--- config.mk ---
export PLATFORM = sky130hd
export DESIGN_NAME = cpu4_exec_core
export DESIGN_NICKNAME = d
export VERILOG_FILES = /design/src/logic/cpu4_pkg.sv /design/src/logic/cpu4_exec_core.sv
export SDC_FILE = /design/constraint.sdc
export NUM_CORES = 1
export LEC_CHECK = 0
export ABC_AREA = 0
export BUFFER_PORTS_ARGS = -buffer_cell sky130_fd_sc_hd__buf_4
export CAP_MARGIN = 10
export CORE_MARGIN = 3
export CORE_UTILIZATION = 60
export CTS_CLUSTER_SIZE = 12
export DETAILED_ROUTE_END_ITERATION = 7
export PLACE_DENSITY_LB_ADDON = 0.2
export RECOVER_POWER = 25
export SETUP_SLACK_MARGIN = 0.2
export SYNTH_ARGS = -nofsm -noshare
export SYNTH_HDL_FRONTEND = slang
export SYNTH_SLANG_ARGS = --single-unit
--- constraint.sdc ---
create_clock -name clock -period 10.4 [get_ports clock]
set_clock_uncertainty 0.1 [all_clocks]
set_input_delay 1.04 -clock clock [delete_from_list [all_inputs] [get_ports clock]]
set_output_delay 1.04 -clock clock [all_outputs]
set_load 0.02 [all_outputs]
--- src/logic/cpu4_pkg.sv ---
`default_nettype none
package cpu4_pkg;
  // full-word opcodes; OP_SKIP_EQ_IMM, OP_JUMP_INDIRECT and OP_CALL_INDIRECT take a second word
  localparam logic [9:0] OP_ADD_MEM = 10'h00a;
  localparam logic [9:0] OP_ADD_MEM_CARRY = 10'h00b;
  localparam logic [9:0] OP_AND_MEM = 10'h018;
  localparam logic [9:0] OP_OR_MEM = 10'h019;
  localparam logic [9:0] OP_SET_CARRY = 10'h007;
  localparam logic [9:0] OP_CLEAR_CARRY = 10'h006;
  localparam logic [9:0] OP_SKIP_CARRY_ZERO = 10'h02f;
  localparam logic [9:0] OP_ACC_INVERT = 10'h01c;
  localparam logic [9:0] OP_ACC_ROTATE = 10'h01d;
  localparam logic [9:0] OP_SKIP_EQ_MEM = 10'h026;
  localparam logic [9:0] OP_SKIP_EQ_IMM = 10'h025;
  localparam logic [9:0] OP_JUMP_INDIRECT = 10'h010;
  localparam logic [9:0] OP_CALL_INDIRECT = 10'h030;
  localparam logic [9:0] OP_IRQ_RETURN = 10'h046;
  localparam logic [9:0] OP_SUB_RETURN = 10'h044;
  localparam logic [9:0] OP_SUB_RETURN_SKIP = 10'h045;
  localparam logic [9:0] OP_IRQ_OFF = 10'h004;
  localparam logic [9:0] OP_IRQ_ON = 10'h005;
  localparam logic [9:0] OP_SKIP_EXT0_PEND = 10'h038;
  localparam logic [9:0] OP_SKIP_EXT0_PIN = 10'h03a;
  localparam logic [9:0] OP_ACC_FROM_IRQ1 = 10'h054;
  localparam logic [9:0] OP_IRQ1_FROM_ACC = 10'h03f;
  localparam logic [9:0] OP_ACC_FROM_PINCTL = 10'h253;
  localparam logic [9:0] OP_PINCTL_FROM_ACC = 10'h217;
  localparam logic [9:0] OP_ACC_FROM_TIMER1 = 10'h24b;
  localparam logic [9:0] OP_TIMER1_FROM_ACC = 10'h20e;
  localparam logic [9:0] OP_UPPER_BANK = 10'h2b0;
  localparam logic [9:0] OP_LOWER_BANK = 10'h2b1;
  // opcode prefixes that carry an immediate field
  localparam logic [5:0] PFX_LOAD_IMM = 6'h07;
  localparam logic [5:0] PFX_ADD_IMM = 6'h06;
  localparam logic [3:0] PFX_TABLE_READ = 4'h2;
  localparam logic [7:0] PFX_SET_BIT = 8'h17;
  localparam logic [7:0] PFX_CLEAR_BIT = 8'h13;
  localparam logic [7:0] PFX_SKIP_BIT = 8'h08;
  localparam logic [2:0] PFX_NEAR_JUMP = 3'h3;
  localparam logic [2:0] PFX_PAGE2_CALL = 3'h2;
  localparam logic [4:0] PFX_FAR_JUMP = 5'h07;
  localparam logic [4:0] PFX_FAR_CALL = 5'h06;
  // reset values and fixed targets
  localparam logic [2:0] STACK_LEVEL_RESET = 3'h7;
  localparam logic [6:0] CALL_PAGE_TWO = 7'h02;
  localparam int EXT0_ENABLE_BIT = 0;
  localparam int EXT0_POLARITY_BIT = 2;
  // register map
  localparam logic [7:0] REG_STATE_OFS = 8'h00;
  localparam logic [7:0] REG_CTRL_OFS = 8'h04;
  localparam int CTRL_RUN_BIT = 0;
  localparam logic [1:0] HTRANS_NONSEQ = 2'h2;
  typedef enum logic [2:0] {
    ST_FETCH, ST_SECOND, ST_SKIP2, ST_TBL_DATA, ST_TBL_BACK, ST_RET_WAIT
  } core_state_e;
endpackage
`default_nettype wire

--- src/logic/cpu4_exec_core.sv ---
// The register addresses and register access over AHB-Lite were chosen for this implementation.
`timescale 1ns/100ps
`default_nettype none
module cpu4_exec_core
  import cpu4_pkg::*;
#(
  parameter int STACK_DEPTH = 8
)(
  // clock and reset
  input wire logic clock,
  input wire logic rst,
  // register bus
  input wire logic hsel,
  input wire logic [7:0] haddr,
  input wire logic [1:0] htrans,
  input wire logic hwrite,
  input wire logic [2:0] hsize,
  input wire logic [31:0] hwdata,
  input wire logic hready,
  output logic hreadyout,
  output logic [31:0] hrdata,
  output logic hresp,
  // program memory
  output logic [13:0] romAddr,
  input wire logic [9:0] romData,
  // data memory at the current data pointer
  input wire logic [3:0] ramRdData,
  output logic ramWrEn,
  output logic [3:0] ramWrData,
  output logic dpRestore,
  // table address bits and external interrupt
  input wire logic [2:0] tableAddrHigh,
  input wire logic ext0Pin,
  input wire logic ext0Event,
  input wire logic irqEntry,
  input wire logic [13:0] irqVector,
  // control registers seen by other blocks
  output logic irqMasterEnable,
  output logic ext0RequestFlag,
  output logic [3:0] irqCtrlOne,
  output logic [3:0] pinCtrlOne,
  output logic [3:0] timerCtrlOne
);

  core_state_e state_q, state_d;
  logic [3:0] acc_q, acc_d;
  logic [3:0] regB_q, regB_d;
  logic carryFlag_q, carryFlag_d;
  logic skip_q, skip_d;
  logic loadRun_q, loadRun_d;
  logic [13:0] romAddr_q, romAddr_d;
  logic [2:0] stackLevel_q, stackLevel_d;
  logic [13:0] stackMem [STACK_DEPTH];
  logic pushEn;
  logic [13:0] pushVal;
  logic [9:0] firstWord_q;
  logic ramWrEn_q, ramWrEn_d;
  logic [3:0] ramWrData_q, ramWrData_d;
  logic dpRestore_q, dpRestore_d;
  logic irqMasterEnable_q, irqMasterEnable_d;
  logic romBank_q, romBank_d;
  logic ext0Flag_q, ext0Clr;
  logic [3:0] irqCtrlOne_q, irqCtrlOne_d;
  logic [3:0] pinCtrlOne_q, pinCtrlOne_d;
  logic [3:0] timerCtrlOne_q, timerCtrlOne_d;
  logic shadowSave;
  logic [3:0] accShadow_q, regBShadow_q;
  logic carryShadow_q, skipShadow_q, loadRunShadow_q;
  logic run_q;
  logic wrPend_q;
  logic [7:0] wrAddr_q;
  logic [31:0] hrdata_q;

  // instruction decode of the word on the program bus
  wire [9:0] w = romData;
  wire isLoadImm = w[9:4] == PFX_LOAD_IMM;
  wire isAddImm = w[9:4] == PFX_ADD_IMM;
  wire isTableRead = w[9:6] == PFX_TABLE_READ;
  wire isSetBit = w[9:2] == PFX_SET_BIT;
  wire isClearBit = w[9:2] == PFX_CLEAR_BIT;
  wire isSkipBit = w[9:2] == PFX_SKIP_BIT;
  wire isNearJump = w[9:7] == PFX_NEAR_JUMP;
  wire isPage2Call = w[9:7] == PFX_PAGE2_CALL;
  wire isFarJump = w[9:5] == PFX_FAR_JUMP;
  wire isFarCall = w[9:5] == PFX_FAR_CALL;
  wire isJumpInd = w == OP_JUMP_INDIRECT;
  wire isCallInd = w == OP_CALL_INDIRECT;
  wire isCmpImm = w == OP_SKIP_EQ_IMM;
  wire isTwoWord = isFarJump | isFarCall | isJumpInd | isCallInd | isCmpImm;
  wire isSubRet = (w == OP_SUB_RETURN) | (w == OP_SUB_RETURN_SKIP);

  // arithmetic results; the fifth bit is the carry out
  wire [4:0] sumMem = {1'b0, acc_q} + {1'b0, ramRdData};
  wire [4:0] sumMemC = sumMem + {4'h0, carryFlag_q};
  wire [4:0] sumImm = {1'b0, acc_q} + {1'b0, w[3:0]};
  wire [3:0] bitMask = 4'h1 << w[1:0];
  wire [13:0] pcNext = romAddr_q + 14'h1;
  wire [2:0] levelUp = stackLevel_q + 3'h1;
  wire [2:0] levelDown = stackLevel_q - 3'h1;
  wire [13:0] stackTop = stackMem[stackLevel_q];
  wire [6:0] regAddrLow = {tableAddrHigh, acc_q};

  // execution gating: a skip or a chained load consumes the word only
  wire inFetch = run_q && state_q == ST_FETCH;
  wire loadSkip = loadRun_q && isLoadImm;
  wire irqTake = inFetch && irqEntry && irqMasterEnable_q;
  wire exec = inFetch && !irqTake && !skip_q && !loadSkip;

  // skip conditions
  wire pendSkip = !irqCtrlOne_q[EXT0_ENABLE_BIT] && ext0Flag_q;
  wire pinSkip = pinCtrlOne_q[EXT0_POLARITY_BIT] ? ext0Pin : !ext0Pin;

  // next-state logic for the whole core
  always_comb
  begin
    state_d = state_q;
    acc_d = acc_q;
    regB_d = regB_q;
    carryFlag_d = carryFlag_q;
    skip_d = skip_q;
    loadRun_d = loadRun_q;
    romAddr_d = romAddr_q;
    stackLevel_d = stackLevel_q;
    pushEn = 1'b0;
    pushVal = pcNext;
    ramWrEn_d = 1'b0;
    ramWrData_d = ramRdData;
    dpRestore_d = 1'b0;
    irqMasterEnable_d = irqMasterEnable_q;
    romBank_d = romBank_q;
    irqCtrlOne_d = irqCtrlOne_q;
    pinCtrlOne_d = pinCtrlOne_q;
    timerCtrlOne_d = timerCtrlOne_q;
    ext0Clr = 1'b0;
    shadowSave = 1'b0;
    if (run_q)
    begin
      unique case (state_q)
        ST_FETCH:
        begin
          romAddr_d = pcNext;
          loadRun_d = 1'b0;
          skip_d = 1'b0;
          if (irqTake)
          begin
            // the word on the bus is not executed; it is returned to later
            shadowSave = 1'b1;
            pushEn = 1'b1;
            pushVal = romAddr_q;
            stackLevel_d = levelUp;
            romAddr_d = irqVector;
            irqMasterEnable_d = 1'b0;
            skip_d = skip_q;
            loadRun_d = loadRun_q;
          end
          else if (skip_q || loadSkip)
          begin
            loadRun_d = loadSkip;
            if (isTwoWord)
            begin
              state_d = ST_SKIP2;
            end
          end
          else if (isLoadImm)
          begin
            acc_d = w[3:0];
            loadRun_d = 1'b1;
          end
          else if (isTableRead)
          begin
            pushEn = 1'b1;
            stackLevel_d = levelUp;
            romAddr_d = {romBank_q, w[5:0], regAddrLow};
            state_d = ST_TBL_DATA;
          end
          else if (w == OP_ADD_MEM)
          begin
            acc_d = sumMem[3:0];
          end
          else if (w == OP_ADD_MEM_CARRY)
          begin
            acc_d = sumMemC[3:0];
            carryFlag_d = sumMemC[4];
          end
          else if (isAddImm)
          begin
            acc_d = sumImm[3:0];
            skip_d = !sumImm[4];
          end
          else if (w == OP_AND_MEM)
          begin
            acc_d = acc_q & ramRdData;
          end
          else if (w == OP_OR_MEM)
          begin
            acc_d = acc_q | ramRdData;
          end
          else if (w == OP_SET_CARRY)
          begin
            carryFlag_d = 1'b1;
          end
          else if (w == OP_CLEAR_CARRY)
          begin
            carryFlag_d = 1'b0;
          end
          else if (w == OP_SKIP_CARRY_ZERO)
          begin
            skip_d = !carryFlag_q;
          end
          else if (w == OP_ACC_INVERT)
          begin
            acc_d = ~acc_q;
          end
          else if (w == OP_ACC_ROTATE)
          begin
            acc_d = {carryFlag_q, acc_q[3:1]};
            carryFlag_d = acc_q[0];
          end
          else if (isSetBit || isClearBit)
          begin
            ramWrEn_d = 1'b1;
            ramWrData_d = isSetBit ? (ramRdData | bitMask) : (ramRdData & ~bitMask);
          end
          else if (isSkipBit)
          begin
            skip_d = !(|(ramRdData & bitMask));
          end
          else if (w == OP_SKIP_EQ_MEM)
          begin
            skip_d = acc_q == ramRdData;
          end
          else if (isNearJump)
          begin
            romAddr_d = {romAddr_q[13:7], w[6:0]};
          end
          else if (isPage2Call)
          begin
            pushEn = 1'b1;
            stackLevel_d = levelUp;
            romAddr_d = {CALL_PAGE_TWO, w[6:0]};
          end
          else if (isTwoWord)
          begin
            state_d = ST_SECOND;
          end
          else if (w == OP_IRQ_RETURN)
          begin
            // one-cycle pop with context restore
            romAddr_d = stackTop;
            stackLevel_d = levelDown;
            acc_d = accShadow_q;
            regB_d = regBShadow_q;
            carryFlag_d = carryShadow_q;
            skip_d = skipShadow_q;
            loadRun_d = loadRunShadow_q;
            dpRestore_d = 1'b1;
          end
          else if (isSubRet)
          begin
            romAddr_d = romAddr_q;
            state_d = ST_RET_WAIT;
          end
          else if (w == OP_IRQ_OFF || w == OP_IRQ_ON)
          begin
            irqMasterEnable_d = w == OP_IRQ_ON;
          end
          else if (w == OP_SKIP_EXT0_PEND)
          begin
            skip_d = pendSkip;
            ext0Clr = pendSkip;
          end
          else if (w == OP_SKIP_EXT0_PIN)
          begin
            skip_d = pinSkip;
          end
          else if (w == OP_ACC_FROM_IRQ1)
          begin
            acc_d = irqCtrlOne_q;
          end
          else if (w == OP_IRQ1_FROM_ACC)
          begin
            irqCtrlOne_d = acc_q;
          end
          else if (w == OP_ACC_FROM_PINCTL)
          begin
            acc_d = pinCtrlOne_q;
          end
          else if (w == OP_PINCTL_FROM_ACC)
          begin
            pinCtrlOne_d = acc_q;
          end
          else if (w == OP_ACC_FROM_TIMER1)
          begin
            acc_d = timerCtrlOne_q;
          end
          else if (w == OP_TIMER1_FROM_ACC)
          begin
            timerCtrlOne_d = acc_q;
          end
          else if (w == OP_UPPER_BANK || w == OP_LOWER_BANK)
          begin
            romBank_d = w == OP_UPPER_BANK;
          end
        end
        ST_SECOND:
        begin
          // for far jumps and calls the second word carries the high page bits and the offset
          state_d = ST_FETCH;
          romAddr_d = pcNext;
          if (firstWord_q == OP_SKIP_EQ_IMM)
          begin
            skip_d = acc_q == w[3:0];
          end
          else if (firstWord_q == OP_JUMP_INDIRECT || firstWord_q == OP_CALL_INDIRECT)
          begin
            romAddr_d = {w[8:6], w[3:0], regAddrLow};
          end
          else
          begin
            romAddr_d = {w[8:7], firstWord_q[4:0], w[6:0]};
          end
          if (firstWord_q == OP_CALL_INDIRECT || firstWord_q[9:5] == PFX_FAR_CALL)
          begin
            pushEn = 1'b1;
            stackLevel_d = levelUp;
          end
        end
        ST_SKIP2:
        begin
          romAddr_d = pcNext;
          state_d = ST_FETCH;
        end
        ST_TBL_DATA:
        begin
          regB_d = w[7:4];
          acc_d = w[3:0];
          state_d = ST_TBL_BACK;
        end
        ST_TBL_BACK:
        begin
          romAddr_d = stackTop;
          stackLevel_d = levelDown;
          state_d = ST_FETCH;
        end
        ST_RET_WAIT:
        begin
          romAddr_d = stackTop;
          stackLevel_d = levelDown;
          skip_d = firstWord_q == OP_SUB_RETURN_SKIP;
          state_d = ST_FETCH;
        end
      endcase
    end
  end

  // architectural state
  always_ff @(posedge clock)
  begin
    if (rst)
    begin
      state_q <= ST_FETCH;
      acc_q <= 4'h0;
      regB_q <= 4'h0;
      carryFlag_q <= 1'b0;
      skip_q <= 1'b0;
      loadRun_q <= 1'b0;
      romAddr_q <= 14'h0;
      stackLevel_q <= STACK_LEVEL_RESET;
    end
    else
    begin
      state_q <= state_d;
      acc_q <= acc_d;
      regB_q <= regB_d;
      carryFlag_q <= carryFlag_d;
      skip_q <= skip_d;
      loadRun_q <= loadRun_d;
      romAddr_q <= romAddr_d;
      stackLevel_q <= stackLevel_d;
    end
  end

  // control registers; reset also returns tables to the lower bank
  always_ff @(posedge clock)
  begin
    if (rst)
    begin
      irqMasterEnable_q <= 1'b0;
      romBank_q <= 1'b0;
      irqCtrlOne_q <= 4'h0;
      pinCtrlOne_q <= 4'h0;
      timerCtrlOne_q <= 4'h0;
      ext0Flag_q <= 1'b0;
      ramWrEn_q <= 1'b0;
      ramWrData_q <= 4'h0;
      dpRestore_q <= 1'b0;
    end
    else
    begin
      irqMasterEnable_q <= irqMasterEnable_d;
      romBank_q <= romBank_d;
      irqCtrlOne_q <= irqCtrlOne_d;
      pinCtrlOne_q <= pinCtrlOne_d;
      timerCtrlOne_q <= timerCtrlOne_d;
      ext0Flag_q <= ext0Event | (ext0Flag_q & ~ext0Clr); // new request beats the clear
      ramWrEn_q <= ramWrEn_d;
      ramWrData_q <= ramWrData_d;
      dpRestore_q <= dpRestore_d;
    end
  end

  // return stack and the latched first word; no reset needed on data
  always_ff @(posedge clock)
  begin
    if (pushEn)
    begin
      stackMem[levelUp] <= pushVal;
    end
    if (inFetch)
    begin
      firstWord_q <= w;
    end
  end

  // context saved on interrupt entry for the interrupt return
  always_ff @(posedge clock)
  begin
    if (shadowSave)
    begin
      accShadow_q <= acc_q;
      regBShadow_q <= regB_q;
      carryShadow_q <= carryFlag_q;
      skipShadow_q <= skip_q;
      loadRunShadow_q <= loadRun_q;
    end
  end

  // bus slave: zero wait, read data registered in the address phase
  wire busTake = hsel && hready && htrans == HTRANS_NONSEQ;
  wire [31:0] stateWord = {6'h00, romAddr_q, stackLevel_q, carryFlag_q, regB_q, acc_q};
  wire [31:0] ctrlWord = {25'h0, romBank_q, ext0Flag_q, irqMasterEnable_q, 3'h0, run_q};
  wire [31:0] readMux = (haddr == REG_STATE_OFS) ? stateWord :
                        (haddr == REG_CTRL_OFS) ? ctrlWord : 32'h0;

  // software stalls the core by clearing the run bit
  always_ff @(posedge clock)
  begin
    if (rst)
    begin
      wrPend_q <= 1'b0;
      wrAddr_q <= 8'h0;
      hrdata_q <= 32'h0;
      run_q <= 1'b1;
    end
    else
    begin
      wrPend_q <= busTake && hwrite;
      wrAddr_q <= haddr;
      hrdata_q <= (busTake && !hwrite) ? readMux : 32'h0;
      if (wrPend_q && wrAddr_q == REG_CTRL_OFS)
      begin
        run_q <= hwdata[CTRL_RUN_BIT];
      end
    end
  end

  // every output but hreadyout and hresp, which are tied constant, comes straight from flip-flops
  assign hreadyout = 1'b1;
  assign hresp = 1'b0;
  assign hrdata = hrdata_q;
  assign romAddr = romAddr_q;
  assign ramWrEn = ramWrEn_q;
  assign ramWrData = ramWrData_q;
  assign dpRestore = dpRestore_q;
  assign irqMasterEnable = irqMasterEnable_q;
  assign ext0RequestFlag = ext0Flag_q;
  assign irqCtrlOne = irqCtrlOne_q;
  assign pinCtrlOne = pinCtrlOne_q;
  assign timerCtrlOne = timerCtrlOne_q;
endmodule
`default_nettype wire

## Word-level counts from Yosys, hierarchy flattened

Memory sizes are Yosys's and may differ from the RTL's. A register that Yosys moved wholly into a read port is not among the register bits.
Cells that the tools add are included.

- Bits in registers: 115
- Memories: 1
- Memory bits (writable): 112
- Output and inout port bits: 68
- Input bits: 84

- Muxes and demuxes: 292
- Eq/ne operators: 165
- $add $sub $neg: 6
- Shifts and indexed selects: 1
- Bitwise gates (word level): 49
- Reduce and logical (&&, ||, !) cells: 51

Memories:

| memory | depth | width | read ports | clocked after Yosys merged registers in | wr ports | line | RTL |
|---|---|---|---|---|---|---|---|
| stackMem | 8 | 14 | 1 | 1 | 1 | cpu4_exec_core.sv:53 | `logic [13:0] stackMem [STACK_DEPTH];` |

Operators with widths:

| kind | count |
|---|---|
| $mux 14 | 26 |
| $mux 4 | 69 |
| $mux 3 | 47 |
| $mux 1 | 140 |
| $ne 4x4->1 const B | 29 |
| $eq 10x6->1 const B | 9 |
| $ne 2x2->1 const B | 37 |
| $reduce_and 21->1 | 3 |
| $eq 10x10->1 const B | 6 |
| $eq 10x5->1 const B | 6 |
| $pmux 14 s4 | 1 |
| $eq 10x7->1 const B | 5 |
| $eq 10x3->1 const B | 4 |
| $ne 10x4->1 const B | 4 |
| $not 1->1 | 35 |
| $reduce_and 34->1 | 1 |
| $ne 11x11->1 const B | 3 |
| $reduce_and 33->1 | 1 |
| $reduce_and 31->1 | 1 |
| $reduce_and 29->1 | 1 |
| $mux 26 | 1 |
| $ne 8x8->1 const B | 3 |
| $reduce_and 24->1 | 1 |
| $ne 23x10->1 const B | 1 |
| 61 further kinds | 130 |

## Longest topological paths before layout

- Word-level depth: 32
- Depth in mapped cells: 10
- Gate-level depth less buffers: 9

## Worst setup path before layout

OpenSTA, ideal clock, no wires.

- Path type: input to register
- Start point: input romData[9]
- End point: memory stackMem[1][0], enable pin
- Stages on the path: 9
- Arrival time: 3.735 ns
- Setup time: 0.403 ns
- Slack: 6.162 ns
- Path buffers: 4
- Cells stage by stage: buf_6 > clkbuf_1 > nor4b_1 > buf_2 > buf_2 > o211ai_1 > a311oi_1 > nand2_1 > nor3_1

- Longest elaborated chain between the ends: 24
- Elaborated cells on any way between the ends: 44
- Those cells by class: eq/ne (18); mux (23); reduce/logical (3)

Ends and longest elaborated chain:

| element | line | RTL |
|---|---|---|
| start, declared | cpu4_exec_core.sv:25 | `input wire logic [9:0] romData,` |
| $eq 3x2->1 | cpu4_exec_core.sv:83 | `wire isPage2Call = w[9:7] == PFX_PAGE2_CALL;` |
| $mux 1 | cpu4_exec_core.sv:236 | `else if (isPage2Call)` |
| $mux 1 | cpu4_exec_core.sv:232 | `else if (isNearJump)` |
| $mux 1 | cpu4_exec_core.sv:228 | `else if (w == OP_SKIP_EQ_MEM)` |
| $mux 1 | cpu4_exec_core.sv:224 | `else if (isSkipBit)` |
| $mux 1 | cpu4_exec_core.sv:219 | `else if (isSetBit \|\| isClearBit)` |
| $mux 1 | cpu4_exec_core.sv:214 | `else if (w == OP_ACC_ROTATE)` |
| $mux 1 | cpu4_exec_core.sv:210 | `else if (w == OP_ACC_INVERT)` |
| [... 8 more ...] | n/a |  |
| $mux 1 | cpu4_exec_core.sv:169 | `else if (isTableRead)` |
| $mux 1 | cpu4_exec_core.sv:164 | `else if (isLoadImm)` |
| $mux 1 (*) | cpu4_exec_core.sv:156 | `else if (skip_q \|\| loadSkip)` |
| $mux 1 (*) | cpu4_exec_core.sv:144 | `if (irqTake)` |
| $pmux 1 s2 (*) | cpu4_exec_core.sv:138 | `unique case (state_q)` |
| $mux 1 (*) | cpu4_exec_core.sv:136 | `if (run_q)` |
| $mux 1 (*) | cpu4_exec_core.sv:415 | `if (pushEn)` |
| $mux 1 (implied by the code) (*) | cpu4_exec_core.sv:417 | `stackMem[levelUp] <= pushVal;` |
| end, declared | cpu4_exec_core.sv:53 |  |

Mark *: on every way between the ends. The rest lies on a longest branch, timed or not.

## Worst setup path after layout

- Start point: input romData[9]
- End point: memory stackMem[2][1], enable pin

The elaborated chain is that of the path after synthesis.

==> summary.txt <==
Cells and area
  – Final cell count without fillers: around 1500
  – Area of the multi-input gates: 5700 um^2
  – # diodes: 0
  – Layout cells sized above 1: ~15%
  – Register area: 5820 um^2
  – Post-layout nets: 1276
  – Fillers: 1554
  – Area delta synth->final: 11.9%

Routing
  – WL/cell: 24.5 um
  – Vias post-DR: 9818
  – Pre-Repair DR Iteration Count: 6
  – DRT antenna net count: 0
  – Drt initial violations: 1545
  – Avg Vias per Cell: 6.74
  – Total wire length: 35700 um
  – Drt drc: 0

STA
  – TNS Setup: 0 ns
  – Slew HR: -128%
  – Tmin final: 5.13 ns
  – Setup-failing EPs final: 0
  – Unrepaired setup endpoints after global routing: no
  – Max Clock Freq: 195 MHz
  – Final slew viol count: 141
  – Part of the cycle the worst path needs: roughly half
  – Worst-Margin Slew: 3.42 ns
  – Hold Violations, Final: 0

Clock network
  – CTS buffer count: 25
  – Hold buffer count at CTS: 0
  – Root Buffer: clkbuf_16
  – Htree depth: 1
  – Post-cts sizing count: 0
  – Clock transition at path regs: 0.06 ns
  – Post CTS Setup Buffer Count: 0
  – CTS tree: built
  – Clock net sink count: 224
  – Clock Path Buffers: 3
  – Worst skew pair latency: 0.54 ns

Logic synthesis
  – Top-area cell type share of the netlist area: 33.3%
  – Main synth FF type: edfxtp_1
  – Count leader, synth: edfxtp_1
  – Sequential area share after synthesis: 48.4%
  – Cell area after synthesis: 12000 um^2
  – Netlist cell types: 87
  – Avg Cell Area, Syn: 10.8 um^2
  – Post-Syn Instances: 1115
  – Largest area contributor in the netlist: edfxtp_1
  – Yosys reg bits: between 200 and 250
  – Post-synth EDFFs: around 130
  – Top cells by area, synth: edfxtp_1 33%, dfxtp_1 15%, mux4_2 4.3%
  – Post-synth top cells: 133 x edfxtp_1, 91 x dfxtp_1, 77 x nand2_1
  – Synth Warn #: 0
  – Async set or reset register ratio after synthesis: 0%

Place
  – Post-DP HPWL: 23800 um
  – Post-Place Cells: between 1000 and 1500
  – Port bufs: about 110
  – Gpl congestion: 0.997

Global routing
  – First-pass GRT wire length: 54800 um
  – GR Overflow Total: 0
  – Vias in the first global route: 9362
  – Initial antenna violation count: 0
  – Largest net degree at the start of global routing: 73
  – GRT Util Overall: 32.2%

Setup path
  – Reg2Reg Capture Point: stackMem[2][1]
  – Setup CP Type: primary input to register
  – Critical path destination: stackMem[2][1]
  – Arr. time, crit path: 5.18 ns
  – CP Max Fanout: 20
  – Worst Setup SP: romData[9]
  – FF-to-FF setup slack: 5.88 ns
  – CP required: 10.45 ns
  – Crit path launch type: primary input
  – R2r startpoint: state_q[2]
  – Worst Reg-to-Reg Cells: 6
  – Setup crit end kind: register

Outcome
  – Failing checks: max-capacitance violations, max-slew violations
  – Status: finished with violations

Floorplanning
  – Initial core utilization: 61.3%
  – Die span in x: 147 um
  – Core ar.: 19600 um^2
  – Num ports: 152
  – Die Y: around 150 um
  – Row count: 51
  – Die ar.: 21700 um^2

Hold path
  – HP Class: register to register

Pwr
  – PwrDens: 228 nW/um^2
  – Maximum vdd drop: 207 uV
  – Leak: 0.00486 uW

Flow run
  – # Max-Cap Violations: 3
-- flip-flops by register name, indices dropped and copies added (netlist names), 8 cells and up, named ones only --
| register | flops |
|---|---|
| stackMem | 112 |
| firstWord_q | 10 |
| hrdata | 26 |
| romAddr | 14 |
| wrAddr_q | 8 |
-- metrics by stage --
stage | worst slack, ns | util (%) | cell area, um^2 | hold WS [ns] | power [uW]
after floorplan | 6.16 | - | 12000 | 0.306 | 1880
after global placement | 5.69 | 65.6 | 12800 | 0.321 | 2160
after detailed placement | 5.61 | 65.6 | 12800 | 0.331 | 2180
after CTS | 6.01 | 69.8 | 13700 | 0.344 | 3050
after global routing | 5.19 | 68.6 | 13400 | 0.359 | 3180
final | 5.27 | 68.6 | 13400 | 0.341 | 3060
-- worst max-delay path, stage by stage --
cell and delay (ns):
clkbuf_1 0.97, nor4b_4 0.08, buf_4 0.25, a21oi_1 0.95, o211ai_1 0.20, a311oi_1 0.52
nand2_1 0.26, nor2_2 0.90
-- kinds of logic (layout without fill, tap and decap cells) --
logic type,Yosys count,count (layout),share of synthesized area (%)
muxes,91,91,10.2
xor gates and xnor gates,37,37,2.70
AOI/OAI and AO/OA,230,230,13.7
and+or+nand+nor,392,392,18.3
buffers and inverters,120,191,4.55
other,2,8,0.0625
DFF,224,224,48.4
adders and majority gates,19,19,2.11
-- area by class of cell --
| class | count | area share (%) |
|---|---|---|
| tap | 265 | 2.47 |
| timing repair buffer | 121 | 5.00 |
| clock inverter | 7 | 0.605 |
| inverter | 24 | 0.671 |
| multi-input combinational | 777 | 42.5 |
| sequential | 224 | 43.3 |
| clock buffer | 39 | 5.50 |
-- worst min-delay path by stage --
stage               startpoint              end  slack [ns]  depth (start not counted)
finish               regB_q[3]  regBShadow_q[3]        0.34                          0
global route         regB_q[3]  regBShadow_q[3]        0.36                          0
CTS                  regB_q[3]  regBShadow_q[3]        0.34                          0
detailed placement   regB_q[3]  regBShadow_q[3]        0.33                          0
global placement     regB_q[3]  regBShadow_q[3]        0.32                          0
floorplan               skip_q     skipShadow_q        0.31                          0
-- power breakdown --
group          total (uW)  leakage, uW  switching [uW]  internal, uW
clock                 872     0.000398             356           517
sequential           1260      0.00197             159          1100
combinational         932      0.00249             566           367
total                3060      0.00486            1080          1980
-- routing by layer --
layer	wire length, um	vias to the layer above	GRT usage (%)
met5	0	-	0
met4	685	0	6.94
met3	4680	72	8.25
met2	15900	719	48.8
met1	14500	4721	47.4
li1	-	4306	-
-- cell usage in the layout (no fill, tap or decap), types with 40 or more instances in the layout --
cell | netlist | routed
a21oi_1 | 51 | 51
dfxtp_1 | 91 | 90
clkbuf_1 | 50 | 72
nand2_1 | 77 | 77
edfxtp_1 | 133 | 133
mux2i_1 | 50 | 50
buf_4 | 11 | 58
nor2_1 | 76 | 72
o21ai_0 | 40 | 40
No activity file was read; power rests on OpenSTA's default activity.
